$ cat src/adcc_params.svh
// Offsets, field positions, reset values and counts of the converter control
`ifndef ADCC_PARAMS_SVH
`define ADCC_PARAMS_SVH
`define ADCC_OFF_SC 3'h0
`define ADCC_OFF_DATA 3'h1
`define ADCC_OFF_CLK 3'h2
`define ADCC_OFF_PDATA 3'h3
`define ADCC_OFF_PDIR 3'h4
`define ADCC_SC_DONE 7
`define ADCC_SC_IEN 6
`define ADCC_SC_CONT 5
`define ADCC_CLK_SRC 4
`define ADCC_CH_OFF 5'h1f
`define ADCC_CH_PINS 5'h06
`define ADCC_RST_CH 5'h1f
`define ADCC_SAMPLE_TICKS 4'h9
`define ADCC_CONV_TICKS 5'h11
`define ADCC_MSB 3'h7
`define ADCC_MSB_CODE 8'h80
`endif

$ cat src/adcc_pkg.sv
// Types shared by the converter control modules
package adcc_pkg;
  typedef enum logic [1:0] {
    SAR_IDLE = 2'b00,
    SAR_SAMPLE = 2'b01,
    SAR_CONV = 2'b11
  } adcc_sar_st_t;
  typedef struct packed {
    adcc_sar_st_t st;
    logic [3:0] cnt;
    logic [2:0] bitx;
    logic [7:0] code;
    logic [7:0] result;
    logic done;
  } adcc_sar_t;
  typedef struct packed {
    logic [1:0] ext_sync;
    logic ext_prev;
    logic [3:0] div;
    logic tick;
  } adcc_clk_t;
  typedef struct packed {
    logic sc_done;
    logic ien;
    logic cont;
    logic [4:0] ch;
    logic [2:0] prescale;
    logic src;
    logic [7:0] data;
    logic [5:0] port_data;
    logic [5:0] port_dir;
    logic [5:0] pin_s1;
    logic [5:0] pin_s2;
    logic irq_pend;
    logic stop_prev;
    logic resume;
    logic [7:0] rdata;
    logic irq;
    logic dma;
    logic [5:0] pin_out;
    logic [5:0] pin_oe;
    logic [4:0] mux_sel;
    logic pwr_down;
  } adcc_ctl_t;
endpackage

$ cat src/adcc_sar_if.sv
// Signals between the control, the clock divider and the sequencer
`timescale 1ns/100ps
`default_nettype none
interface adcc_sar_if;
  logic tick;
  logic start;
  logic abort;
  logic cmp_ge;
  logic done;
  logic busy;
  logic src_bus;
  logic [2:0] prescale;
  logic [7:0] code;
  logic [7:0] result;
  modport ctl (input tick, done, busy, result, code,
    output start, abort, cmp_ge, src_bus, prescale);
  modport sar (input tick, start, abort, cmp_ge,
    output done, busy, code, result);
  modport clkgen (input src_bus, prescale, output tick);
endinterface
`default_nettype wire

$ cat src/adcc_clkgen.sv
// Converter clock tick: source select and prescaler
`timescale 1ns/100ps
`default_nettype none
`include "adcc_params.svh"
module adcc_clkgen
  import adcc_pkg::*;
(
  // Clock and reset
  input wire logic clk,
  input wire logic rst,
  // External reference clock, synchronised and counted on its rising edges
  input wire logic ext_ref_clk,
  // Tick to the sequencer
  adcc_sar_if.clkgen sif
);
  adcc_clk_t s_reg;
  adcc_clk_t s_next;
  logic [3:0] mask;
  logic base;

  always_comb begin
    s_next = s_reg;
    unique casez (sif.prescale)
      3'b000: mask = 4'h0;
      3'b001: mask = 4'h1;
      3'b010: mask = 4'h3;
      3'b011: mask = 4'h7;
      3'b1??: mask = 4'hf;
    endcase
    s_next.ext_sync = {s_reg.ext_sync[0], ext_ref_clk};
    s_next.ext_prev = s_reg.ext_sync[1];
    // Bus clock gives a base tick every cycle, else a reference edge
    base = sif.src_bus | (s_reg.ext_sync[1] & ~s_reg.ext_prev);
    s_next.tick = 1'b0;
    if (base) begin
      s_next.div = s_reg.div + 4'h1;
      s_next.tick = ((s_reg.div & mask) == mask);
    end
  end

  always_ff @(posedge clk) begin
    if (rst) begin
      s_reg <= '0;
    end else begin
      s_reg <= s_next;
    end
  end

  assign sif.tick = s_reg.tick;
endmodule
`default_nettype wire

$ cat src/adcc_sar.sv
// Successive approximation sequencer
`timescale 1ns/100ps
`default_nettype none
`include "adcc_params.svh"
module adcc_sar
  import adcc_pkg::*;
(
  // Clock and reset
  input wire logic clk,
  input wire logic rst,
  // Control side
  adcc_sar_if.sar sif
);
  adcc_sar_t s_reg;
  adcc_sar_t s_next;

  always_comb begin
    s_next = s_reg;
    s_next.done = 1'b0;
    unique case (s_reg.st)
      SAR_IDLE: begin
      end
      SAR_SAMPLE: begin
        if (sif.tick) begin
          if (s_reg.cnt == `ADCC_SAMPLE_TICKS - 4'h1) begin
            s_next.st = SAR_CONV;
            s_next.bitx = `ADCC_MSB;
            s_next.code = `ADCC_MSB_CODE;
          end else begin
            s_next.cnt = s_reg.cnt + 4'h1;
          end
        end
      end
      SAR_CONV: begin
        if (sif.tick) begin
          // Trial bit stays only while the input is at or above it
          s_next.code[s_reg.bitx] = sif.cmp_ge;
          if (s_reg.bitx == 3'h0) begin
            s_next.st = SAR_IDLE;
            s_next.result = {s_reg.code[7:1], sif.cmp_ge};
            s_next.done = 1'b1;
          end else begin
            s_next.code[s_reg.bitx - 3'h1] = 1'b1;
            s_next.bitx = s_reg.bitx - 3'h1;
          end
        end
      end
    endcase
    if (sif.abort) begin
      s_next.st = SAR_IDLE;
      s_next.done = 1'b0;
    end
    // A restart drops any completion still in flight
    if (sif.start) begin
      s_next.st = SAR_SAMPLE;
      s_next.cnt = 4'h0;
      s_next.code = 8'h00;
      s_next.done = 1'b0;
    end
  end

  always_ff @(posedge clk) begin
    if (rst) begin
      s_reg <= '0;
    end else begin
      s_reg <= s_next;
    end
  end

  assign sif.busy = (s_reg.st != SAR_IDLE);
  assign sif.done = s_reg.done;
  assign sif.code = s_reg.code;
  assign sif.result = s_reg.result;
endmodule
`default_nettype wire

$ cat src/adcc_top.sv
// Converter control: registers, pin override, sequencing and requests
//
// The register addresses and the address-and-strobe port were decided locally.
`timescale 1ns/100ps
`default_nettype none
`include "adcc_params.svh"
module adcc_top
  import adcc_pkg::*;
(
  // Clock and reset
  input wire logic clk,
  input wire logic rst,
  // Register port
  input wire logic [2:0] reg_addr,
  input wire logic [7:0] reg_wdata,
  input wire logic reg_wr,
  input wire logic reg_rd,
  output logic [7:0] reg_rdata,
  // Low power state from the processor
  input wire logic stop_mode,
  // Shared analog pins
  input wire logic [5:0] shared_analog_pins_in,
  output logic [5:0] shared_analog_pins_out,
  output logic [5:0] shared_analog_pins_oe,
  // External reference clock
  input wire logic external_reference_clock,
  // Analog core
  input wire logic cmp_ge,
  output logic [7:0] dac_code,
  output logic [4:0] selected_analog_input,
  output logic analog_power_down,
  // Requests
  output logic cpu_irq,
  output logic dma_req
);
  adcc_ctl_t s_reg;
  adcc_ctl_t s_next;
  adcc_sar_if sif ();

  logic sc_wr;
  logic clk_wr;
  logic pd_wr;
  logic dir_wr;
  logic data_rd;
  logic [4:0] ch_now;
  logic ien_now;
  logic off_now;
  logic stop_rise;
  logic stop_fall;
  logic [5:0] claim;
  logic [5:0] pd_next;
  logic [5:0] dir_next;
  logic [5:0] pin_rd;

  assign sc_wr = reg_wr && (reg_addr == `ADCC_OFF_SC);
  assign clk_wr = reg_wr && (reg_addr == `ADCC_OFF_CLK);
  assign pd_wr = reg_wr && (reg_addr == `ADCC_OFF_PDATA);
  assign dir_wr = reg_wr && (reg_addr == `ADCC_OFF_PDIR);
  assign data_rd = reg_rd && (reg_addr == `ADCC_OFF_DATA);
  assign ch_now = sc_wr ? reg_wdata[4:0] : s_reg.ch;
  assign ien_now = sc_wr ? reg_wdata[`ADCC_SC_IEN] : s_reg.ien;
  assign off_now = (ch_now == `ADCC_CH_OFF);
  assign stop_rise = stop_mode && !s_reg.stop_prev;
  assign stop_fall = !stop_mode && s_reg.stop_prev;

  // Per pin: claim, write masking and read back
  // A claimed pin keeps its latch bits, so it drives as before once freed
  genvar i;
  for (i = 0; i < 6; i++) begin : g_pin
    assign claim[i] = (ch_now == 5'(i));
    assign pd_next[i] = (pd_wr && !claim[i]) ? reg_wdata[i] :
      s_reg.port_data[i];
    assign dir_next[i] = (dir_wr && !claim[i]) ? reg_wdata[i] :
      s_reg.port_dir[i];
    assign pin_rd[i] = claim[i] ? 1'b0 :
      (s_reg.port_dir[i] ? s_reg.port_data[i] : s_reg.pin_s2[i]);
  end

  // Start and abort act in the same cycle so no stale result slips in
  always_comb begin
    sif.start = 1'b0;
    sif.abort = 1'b0;
    if (!stop_mode && !off_now) begin
      if (sc_wr) begin
        sif.start = 1'b1;
      end
      if (sif.done && s_reg.cont) begin
        sif.start = 1'b1;
      end
      if (stop_fall && s_reg.resume) begin
        sif.start = 1'b1;
      end
    end
    if (stop_rise || (sc_wr && off_now)) begin
      sif.abort = 1'b1;
    end
  end

  assign sif.cmp_ge = cmp_ge;
  assign sif.src_bus = s_reg.src;
  assign sif.prescale = s_reg.prescale;

  always_comb begin
    s_next = s_reg;
    s_next.pin_s1 = shared_analog_pins_in;
    s_next.pin_s2 = s_reg.pin_s1;
    s_next.stop_prev = stop_mode;
    s_next.port_data = pd_next;
    s_next.port_dir = dir_next;
    if (sc_wr) begin
      s_next.ien = reg_wdata[`ADCC_SC_IEN];
      s_next.cont = reg_wdata[`ADCC_SC_CONT];
      s_next.ch = reg_wdata[4:0];
      // Enabled: the bit is a stored select, else the write clears it
      s_next.sc_done = reg_wdata[`ADCC_SC_DONE] & ien_now;
    end
    if (data_rd && !s_reg.ien) begin
      s_next.sc_done = 1'b0;
    end
    if (clk_wr) begin
      s_next.prescale = reg_wdata[7:5];
      s_next.src = reg_wdata[`ADCC_CLK_SRC];
    end
    if (sc_wr || data_rd) begin
      s_next.irq_pend = 1'b0;
    end
    if (sif.done) begin
      s_next.data = sif.result;
      if (ien_now) begin
        s_next.irq_pend = 1'b1;
      end else begin
        s_next.sc_done = 1'b1;
      end
    end
    // Stop remembers whether work was under way so it can resume
    if (stop_rise) begin
      s_next.resume = sif.busy | s_reg.cont;
    end
    if (stop_mode && sc_wr) begin
      s_next.resume = 1'b1;
    end
    if (!ien_now) begin
      s_next.irq_pend = 1'b0;
    end
    // Requests stay live in wait mode so they can wake the core
    s_next.irq = s_next.irq_pend & ~s_next.sc_done;
    s_next.dma = s_next.irq_pend & s_next.sc_done;
    s_next.pin_out = pd_next;
    s_next.pin_oe = dir_next & ~claim;
    s_next.mux_sel = ch_now;
    s_next.pwr_down = off_now;
    s_next.rdata = 8'h00;
    if (reg_rd) begin
      unique case (reg_addr)
        `ADCC_OFF_SC: s_next.rdata = {s_reg.sc_done, s_reg.ien,
          s_reg.cont, s_reg.ch};
        `ADCC_OFF_DATA: s_next.rdata = s_reg.data;
        `ADCC_OFF_CLK: s_next.rdata = {s_reg.prescale, s_reg.src, 4'h0};
        `ADCC_OFF_PDATA: s_next.rdata = {2'h0, pin_rd};
        `ADCC_OFF_PDIR: s_next.rdata = {2'h0, s_reg.port_dir};
        default: s_next.rdata = 8'h00;
      endcase
    end
  end

  always_ff @(posedge clk) begin
    if (rst) begin
      s_reg <= '0;
      s_reg.ch <= `ADCC_RST_CH;
      s_reg.pwr_down <= 1'b1;
      s_reg.mux_sel <= `ADCC_RST_CH;
    end else begin
      s_reg <= s_next;
    end
  end

  adcc_clkgen u_clkgen (
    .clk(clk),
    .rst(rst),
    .ext_ref_clk(external_reference_clock),
    .sif(sif.clkgen)
  );

  adcc_sar u_sar (
    .clk(clk),
    .rst(rst),
    .sif(sif.sar)
  );

  assign reg_rdata = s_reg.rdata;
  assign shared_analog_pins_out = s_reg.pin_out;
  assign shared_analog_pins_oe = s_reg.pin_oe;
  assign dac_code = sif.code;
  assign selected_analog_input = s_reg.mux_sel;
  assign analog_power_down = s_reg.pwr_down;
  assign cpu_irq = s_reg.irq;
  assign dma_req = s_reg.dma;

  // Checking aids
  logic [4:0] tick_cnt;
  always_ff @(posedge clk) begin
    if (rst || sif.start) begin
      tick_cnt <= 5'h00;
    end else if (sif.tick && sif.busy) begin
      tick_cnt <= tick_cnt + 5'h01;
    end
  end
endmodule
`default_nettype wire

$ cat config.mk
export PLATFORM = sky130hd
export DESIGN_NAME = adcc_top
export DESIGN_NICKNAME = d
export VERILOG_FILES = /design/src/adcc_pkg.sv /design/src/adcc_sar_if.sv /design/src/adcc_clkgen.sv /design/src/adcc_sar.sv /design/src/adcc_top.sv
export VERILOG_INCLUDE_DIRS = /design/src
export SDC_FILE = /design/constraint.sdc
export NUM_CORES = 1
export LEC_CHECK = 0
export ABC_AREA = 1
export BUFFER_PORTS_ARGS = -buffer_cell sky130_fd_sc_hd__buf_2
export CORE_MARGIN = 3
export CORE_UTILIZATION = 58
export DETAILED_ROUTE_END_ITERATION = 8
export PLACE_DENSITY = 0.8
export SYNTH_ARGS = -nofsm -noshare
export SYNTH_HDL_FRONTEND = slang
export SYNTH_SLANG_ARGS = --single-unit
$ cat constraint.sdc
create_clock -name clk -period 2.3 [get_ports clk]
set_input_delay 0.46 -clock clk [delete_from_list [all_inputs] [get_ports clk]]
set_output_delay 0.46 -clock clk [all_outputs]
set_load 0.03 [all_outputs]
==> summary.md, run 1 <==
| Metric | Value |
|---|---|
| Core region area | around 7800 um2 |
| Mean cell area of the mapped netlist | 7.42 um2 |
| Kind of start point of the critical path | register |
| Cells taking the most area after synthesis | dfxtp_1, nand2_1, inv_1 |
| Distinct cell type count of the synthesized netlist | 40 |
| Max rail drop VDD | approximately 0.38 mV |
| Final design utilization | 65.1% |
| Relative slew slack | 68.8% |
| Most common cell after layout, fill and taps aside | nand2_1 |
| Number of enable-type register cells in the synthesized netlist | 0 |
| Post-cts resize count | 0 |
| Maxcap violations | 0 |
| CP Data Required Time | 2.55 ns |
| Share of final-layout standard cells stronger than drive strength 1 | 18.4% |
| Commonest non-fill, non-tap cells in the layout | nand2_1, dfxtp_1, inv_1, nor2_1, buf_2 |
| Power density of the placed cells | about 640 nW/um2 |
| Max-slew violation count | 0 |
| Number of buffers inserted by post-CTS setup repair | 0 |
| Antenna diode instance count | 0 |
| Vertical extent of the die | 96.6 um |
| Ys Warns | 0 |
| Final worst path period share | between 70% and 80% |
| HPWL after detailed placement | 7770 um |
| Worst-margin pin slew | 0.464 ns |
| Number of H-tree levels | 3 |
| I/O pins | 60 |
| Cell chosen for the clock root | clkbuf_8 |
| Fin Setup TNS | 0 ns |
| Count of unresolved DRC violations after routing | 0 |
| Overall Global Routing Usage | 22.1% |
| Initial DRT Pass Iterations | 4 |
| WL final | 10,400 um |
| Initial standard-cell utilization of the core | between 60 and 70% |
| Floorplan die width | 96.6 um |
| Synth Cell Area | between 4000 and 5000 um2 |
| Number of clock sinks | roughly 100 |
| Area share of the largest cell type after synthesis | 43.3% |
| Type of destination of the critical path | register |
| Leading register cell type out of synthesis | dfxtp_1 |
| Crit Path Category | reg2reg |
| Shortest period the worst path allows | 1.78 ns |
| Proportion of register bits with asynchronous set or reset after synthesis | 0% |
| Port Buffers | 59 |
| Number of design-rule violations left by the first detailed-router iteration | 186 |
| Run status | finished, final reports clean |
| RSZ-0062 raised after global routing | no |
| Post-Synthesis Net Count | 671 |
| DIE AREA | 9330 um2 |
| Clock buffers created by TritonCTS | 9 |
| Maximum count of clock buffers along a single path | 2 |
| Pin count of the biggest net entering global routing | 34 |
| GPL Wtd Cong | about 0.94 |
| Total Nets Final | between 600 and 700 |
| Clock edge transition at the registers on the reported setup and hold paths | 0.10 ns |
| Max Freq | 560 MHz |
| Cells after Synth | between 600 and 700 |
| Flip-flop and latch count after synthesis | approximately 100 |
| Total number of vias | 4,044 |
| Routed WL per cell | ~13 um |
| Crit path DAT | 2.04 ns |
| Clock tree from TritonCTS | done |
| Number of flip-flops in the largest register | 31 |
| Number of antenna violations at the first check in global routing | 0 |
| Cell Rows | 32 |
| Leakage | roughly 2.3 nW |
| Worst hold slack after final layout | about 0.3 ns |
| Clock skew after layout | 0.00983 ns |
| Overall overflow remaining after global route | 0 |
| Vias/cell | 5.21 |
| # hold bufs at CTS | 0 |
| Final count of negative-setup-slack endpoints | 0 |
| Count of antenna-violating nets left after detailed routing | 0 |
| Sequential area share after synthesis | a little over two fifths |
| Post-synthesis to final-layout area growth | 7.28% |
| First-pass GRT wire length | 17,300 um |
| Latest clock arrival within the worst-skew pair | approximately 0.36 ns |
| Biggest area consumer among synthesized cells | dfxtp_1 |
| Hold Violations, Final | 0 |
| Number of global-route vias before repair | 3,732 |
| Hold WC Path Type | in2reg |
| Maximum fanout encountered on the critical timing path | 8 |
## path summary, 6_finish.rpt
check	start	to	cells past startpoint	slack (ns)
hold reg to reg	s_next[33]	s_reg[33]	2	0.40
setup reg to reg	u_sar.s_reg[18]	u_sar.sif.code[5]	7	0.52
setup / recovery	u_sar.s_reg[18]	u_sar.sif.code[5]	7	0.52
hold / removal	shared_analog_pins_in[5]	s_next[36]	3	0.29
## synth_stat cells (2+ instances only)
master,n
o31ai_1,2
o21ai_1,2
o21ai_0,51
nor2_4,4
clkbuf_1,10
inv_1,88
o21bai_1,6
buf_4,34
nor2_1,61
buf_2,3
nor3_1,4
buf_6,2
a22oi_1,7
nand4_1,12
dfxtp_1,103
inv_2,4
nand2_2,13
ha_1,5
nand3_1,33
o221ai_1,2
nor2_2,14
a31oi_1,5
o22ai_1,11
nand2_1,105
a21oi_1,46
## logic make-up after synthesis
| logic type | share of synthesized area [%] |
|---|---|
| flops | 43.3 |
| simple gates | 24.0 |
| mux | 0.210 |
| fa+ha+maj | 1.31 |
| xor+xnor | 0.368 |
| compound gates | 16.0 |
| buf+inv | 14.8 |
## cell type report
class	instances	area [um2]
Clock inverter	6	75.1
Tap cell	102	128
Sequential cell	103	2060
Clock buffer	10	138
Inverter	94	355
Multi-Input combinational cell	394	1990
Fill cell	718	2740
Timing Repair Buffer	67	355
## worst max-delay path: stages, from the launching register on
cell	delay (ns)
dfxtp_1	0.41
inv_1	0.15
ha_1	0.22
xnor2_1	0.39
or2_2	0.20
o21ai_0	0.07
a22oi_1	0.18
nor2_2	0.05
## metal layers
metal / vias up / wire length [um] / global-route usage, %
met4: 0 / 127 / 6.16
met5: - / 0 / 0
met1: 1839 / 4620 / 28.2
met3: 13 / 508 / 3.60
li1: 2090 / - / -
met2: 102 / 5110 / 38.5
## stage by stage
stage / area [um2] / setup WS, ns / std cells / power [W]
finish: 5110 / 0.515 / 776 / 0.00328
global route: 5110 / 0.335 / 776 / 0.00342
CTS: 5110 / 0.527 / 776 / 0.00331
detailed placement: 4890 / 0.161 / 760 / 0.00214
global placement: 4890 / 0.246 / 760 / 0.00214
floorplan: 4760 / 0.596 / 642 / 0.00208
## power by group
part / internal (W) / total, W / switching, W
sequential: 0.00182 / 0.00184 / 0.0000193
combinational: 0.0000781 / 0.000262 / 0.000184
clock: 0.000550 / 0.00118 / 0.000631
(Power assumes the default switching activity.)
==> inputs of run 2 (changes only) <==
CORE_UTILIZATION = 52   (was 58)
PLACE_DENSITY = 0.76   (was 0.8)
clock period = 1.58 ns   (was 2.3 ns; I/O delays follow)
==> summary.md, run 2 (synthesis gave the netlist of run 1 again) <==
| Metric | Value |
|---|---|
| Run status | finished, final reports clean |
| Maximum count of clock buffers along a single path | 2 |
| HPWL after detailed placement | 8520 um |
| Hold WC Path Type | in2reg |
| Count of antenna-violating nets left after detailed routing | 0 |
| Clock buffers created by TritonCTS | 9 |
| DIE AREA | 10,300 um2 |
| Clock edge transition at the registers on the reported setup and hold paths | 0.10 ns |
| Most Used Layer, Global Route | met2 |
| Final design utilization | between 60 and 70% |
| Overall overflow remaining after global route | 0 |
| Final count of negative-setup-slack endpoints | 0 |
| Worst-margin pin slew | 0.421 ns |
| Commonest non-fill, non-tap cells in the layout | dfxtp_1, nand2_1, inv_1, nor2_1, buf_2 |
| RSZ-0062 raised after global routing | yes |
| Number of clock sinks | 103 |
| Max Freq | 668 MHz |
| Latest clock arrival within the worst-skew pair | 0.37 ns |
| Number of design-rule violations left by the first detailed-router iteration | 162 |
| Vias/cell | 5.08 |
| First-pass GRT wire length | 18,500 um |
| Routed WL per cell | 13.7 um |
| Post-synthesis to final-layout area growth | 18.3% |
| CP Data Required Time | 1.86 ns |
| Overall Global Routing Usage | 22.6% |
| Floorplan die width | 102 um |
| Met1 track utilization from global routing | ~30% |
| Power consumption | 0.00492 W |
| Worst hold path cell count | 3 |
| Met2 demand-to-capacity share in global routing | 37.8% |
| Count of unresolved DRC violations after routing | 0 |
| Total number of vias | 4,230 |
| WL final | 11,400 um |
| Share of final-layout standard cells stronger than drive strength 1 | 27.6% |
| Leakage | 2.57 nW |
| Number of antenna violations at the first check in global routing | 0 |
| Fin Setup TNS | 0 ns |
| Max-slew violation count | 0 |
| Core region area | between 8000 and 9000 um2 |
| GR met3 Demand/Resource | 3.17% |
| Initial standard-cell utilization of the core | 54.1% |
| Clock skew after layout | between 0.01 and 0.015 ns |
| Pin count of the biggest net entering global routing | 34 |
| Cell Rows | 34 |
| Number of global-route vias before repair | 3,887 |
| Total Nets Final | ~750 |
| Number of flip-flops in the largest register | 31 |
| Port Buffers | 59 |
| Type of destination of the critical path | register |
| Kind of start point of the critical path | input port |
| Shortest period the worst path allows | ~1.5 ns |
| Crit. Startpoint | reg_addr[0] |
| Clock tree from TritonCTS | done |
| Startpoint of the worst register-to-register path | u_sar.s_reg[20] |
| Reg-to-reg slack, setup | 0.09 ns |
| Relative slew slack | 71.7% |
| I/O pins | 60 |
| Maxcap violations | 0 |
| Initial DRT Pass Iterations | 4 |
| GPL Wtd Cong | 0.939 |
| R2r endpoint | u_sar.s_reg[23] |
| Most common cell after layout, fill and taps aside | dfxtp_1 |
| Worst R2R Path Depth | 10 |
| Power density of the placed cells | 873 nW/um2 |
| Final worst path period share | 94.7% |
| Max rail drop VDD | ~0.45 mV |
| Number of H-tree levels | 3 |
| Antenna diode instance count | 0 |
| Maximum fanout encountered on the critical timing path | 10 |
| Crit path DAT | ~1.8 ns |
| Hold Violations, Final | 0 |
| Vertical extent of the die | 102 um |
| # hold bufs at CTS | 0 |
| Layout Cells excl Fill | 832 |
| Cell chosen for the clock root | clkbuf_8 |
| Worst Setup EP | u_sar.s_reg[25] |
| # placed instances | 809 |
| Crit Path Category | in2reg |
[run 2: power breakdown]
| part | total [W] | internal (W) | switching, W |
|---|---|---|---|
| logic | 0.000466 | 0.000173 | 0.000293 |
| registers | 0.00268 | 0.00265 | 0.0000278 |
| clock network | 0.00177 | 0.000834 | 0.000936 |
[run 2: per-layer routing]
| metal | wire length (um) | vias to the layer above |
|---|---|---|
| met4 | 252 | 0 |
| met1 | 5020 | 1909 |
| met2 | 5590 | 112 |
| met3 | 561 | 22 |
| li1 | - | 2187 |
| met5 | 0 | - |
[run 2: worst min-delay path by stage]
stage                                         from    endpoint  slack, ns
after floorplan                         s_next[31]   s_reg[31]       0.39
after global placement                  s_next[35]   s_reg[35]       0.39
after detailed placement                s_next[33]   s_reg[33]       0.39
after CTS                 shared_analog_pins_in[1]  s_next[32]       0.13
after global routing      shared_analog_pins_in[1]  s_next[32]       0.13
final                     shared_analog_pins_in[3]  s_next[34]       0.14
[run 2: cell type report]
type | instances | area [um2]
Clock inverter | 5 | 65.1
Inverter | 94 | 355
Multi-Input combinational cell | 394 | 2110
Sequential cell | 103 | 2070
Tap cell | 108 | 135
Fill cell | 785 | 3180
Clock buffer | 11 | 151
Timing Repair Buffer | 117 | 751
[run 2: metrics by stage]
| stage | worst slack [ns] | cell area, um2 | hold slack, ns |
|---|---|---|---|
| 2_1_floorplan | 0.0206 | 4780 | 0.388 |
| 3_3_place_gp | -0.247 | 5260 | 0.389 |
| 3_5_place_dp | -0.294 | 5260 | 0.392 |
| 4_1_cts | 0.000743 | 5470 | 0.129 |
| 5_1_grt | -0.0101 | 5630 | 0.133 |
| 6_report | 0.0840 | 5630 | 0.144 |
[run 2: timing repair]
action	in CTS	in global routing
endpoints found under the setup margin	1	32
resized for setup	1	35
pin swaps	0	11
buffers inserted	0	7
[run 2: critical path: stages]
cell and delay (ns):
buf_2 0.12, nor2_4 0.26, nand3_4 0.12, o21ai_1 0.25
nand2_2 0.13, o21bai_4 0.18, nand2_2 0.09, buf_12 0.17
nor3_1 0.14
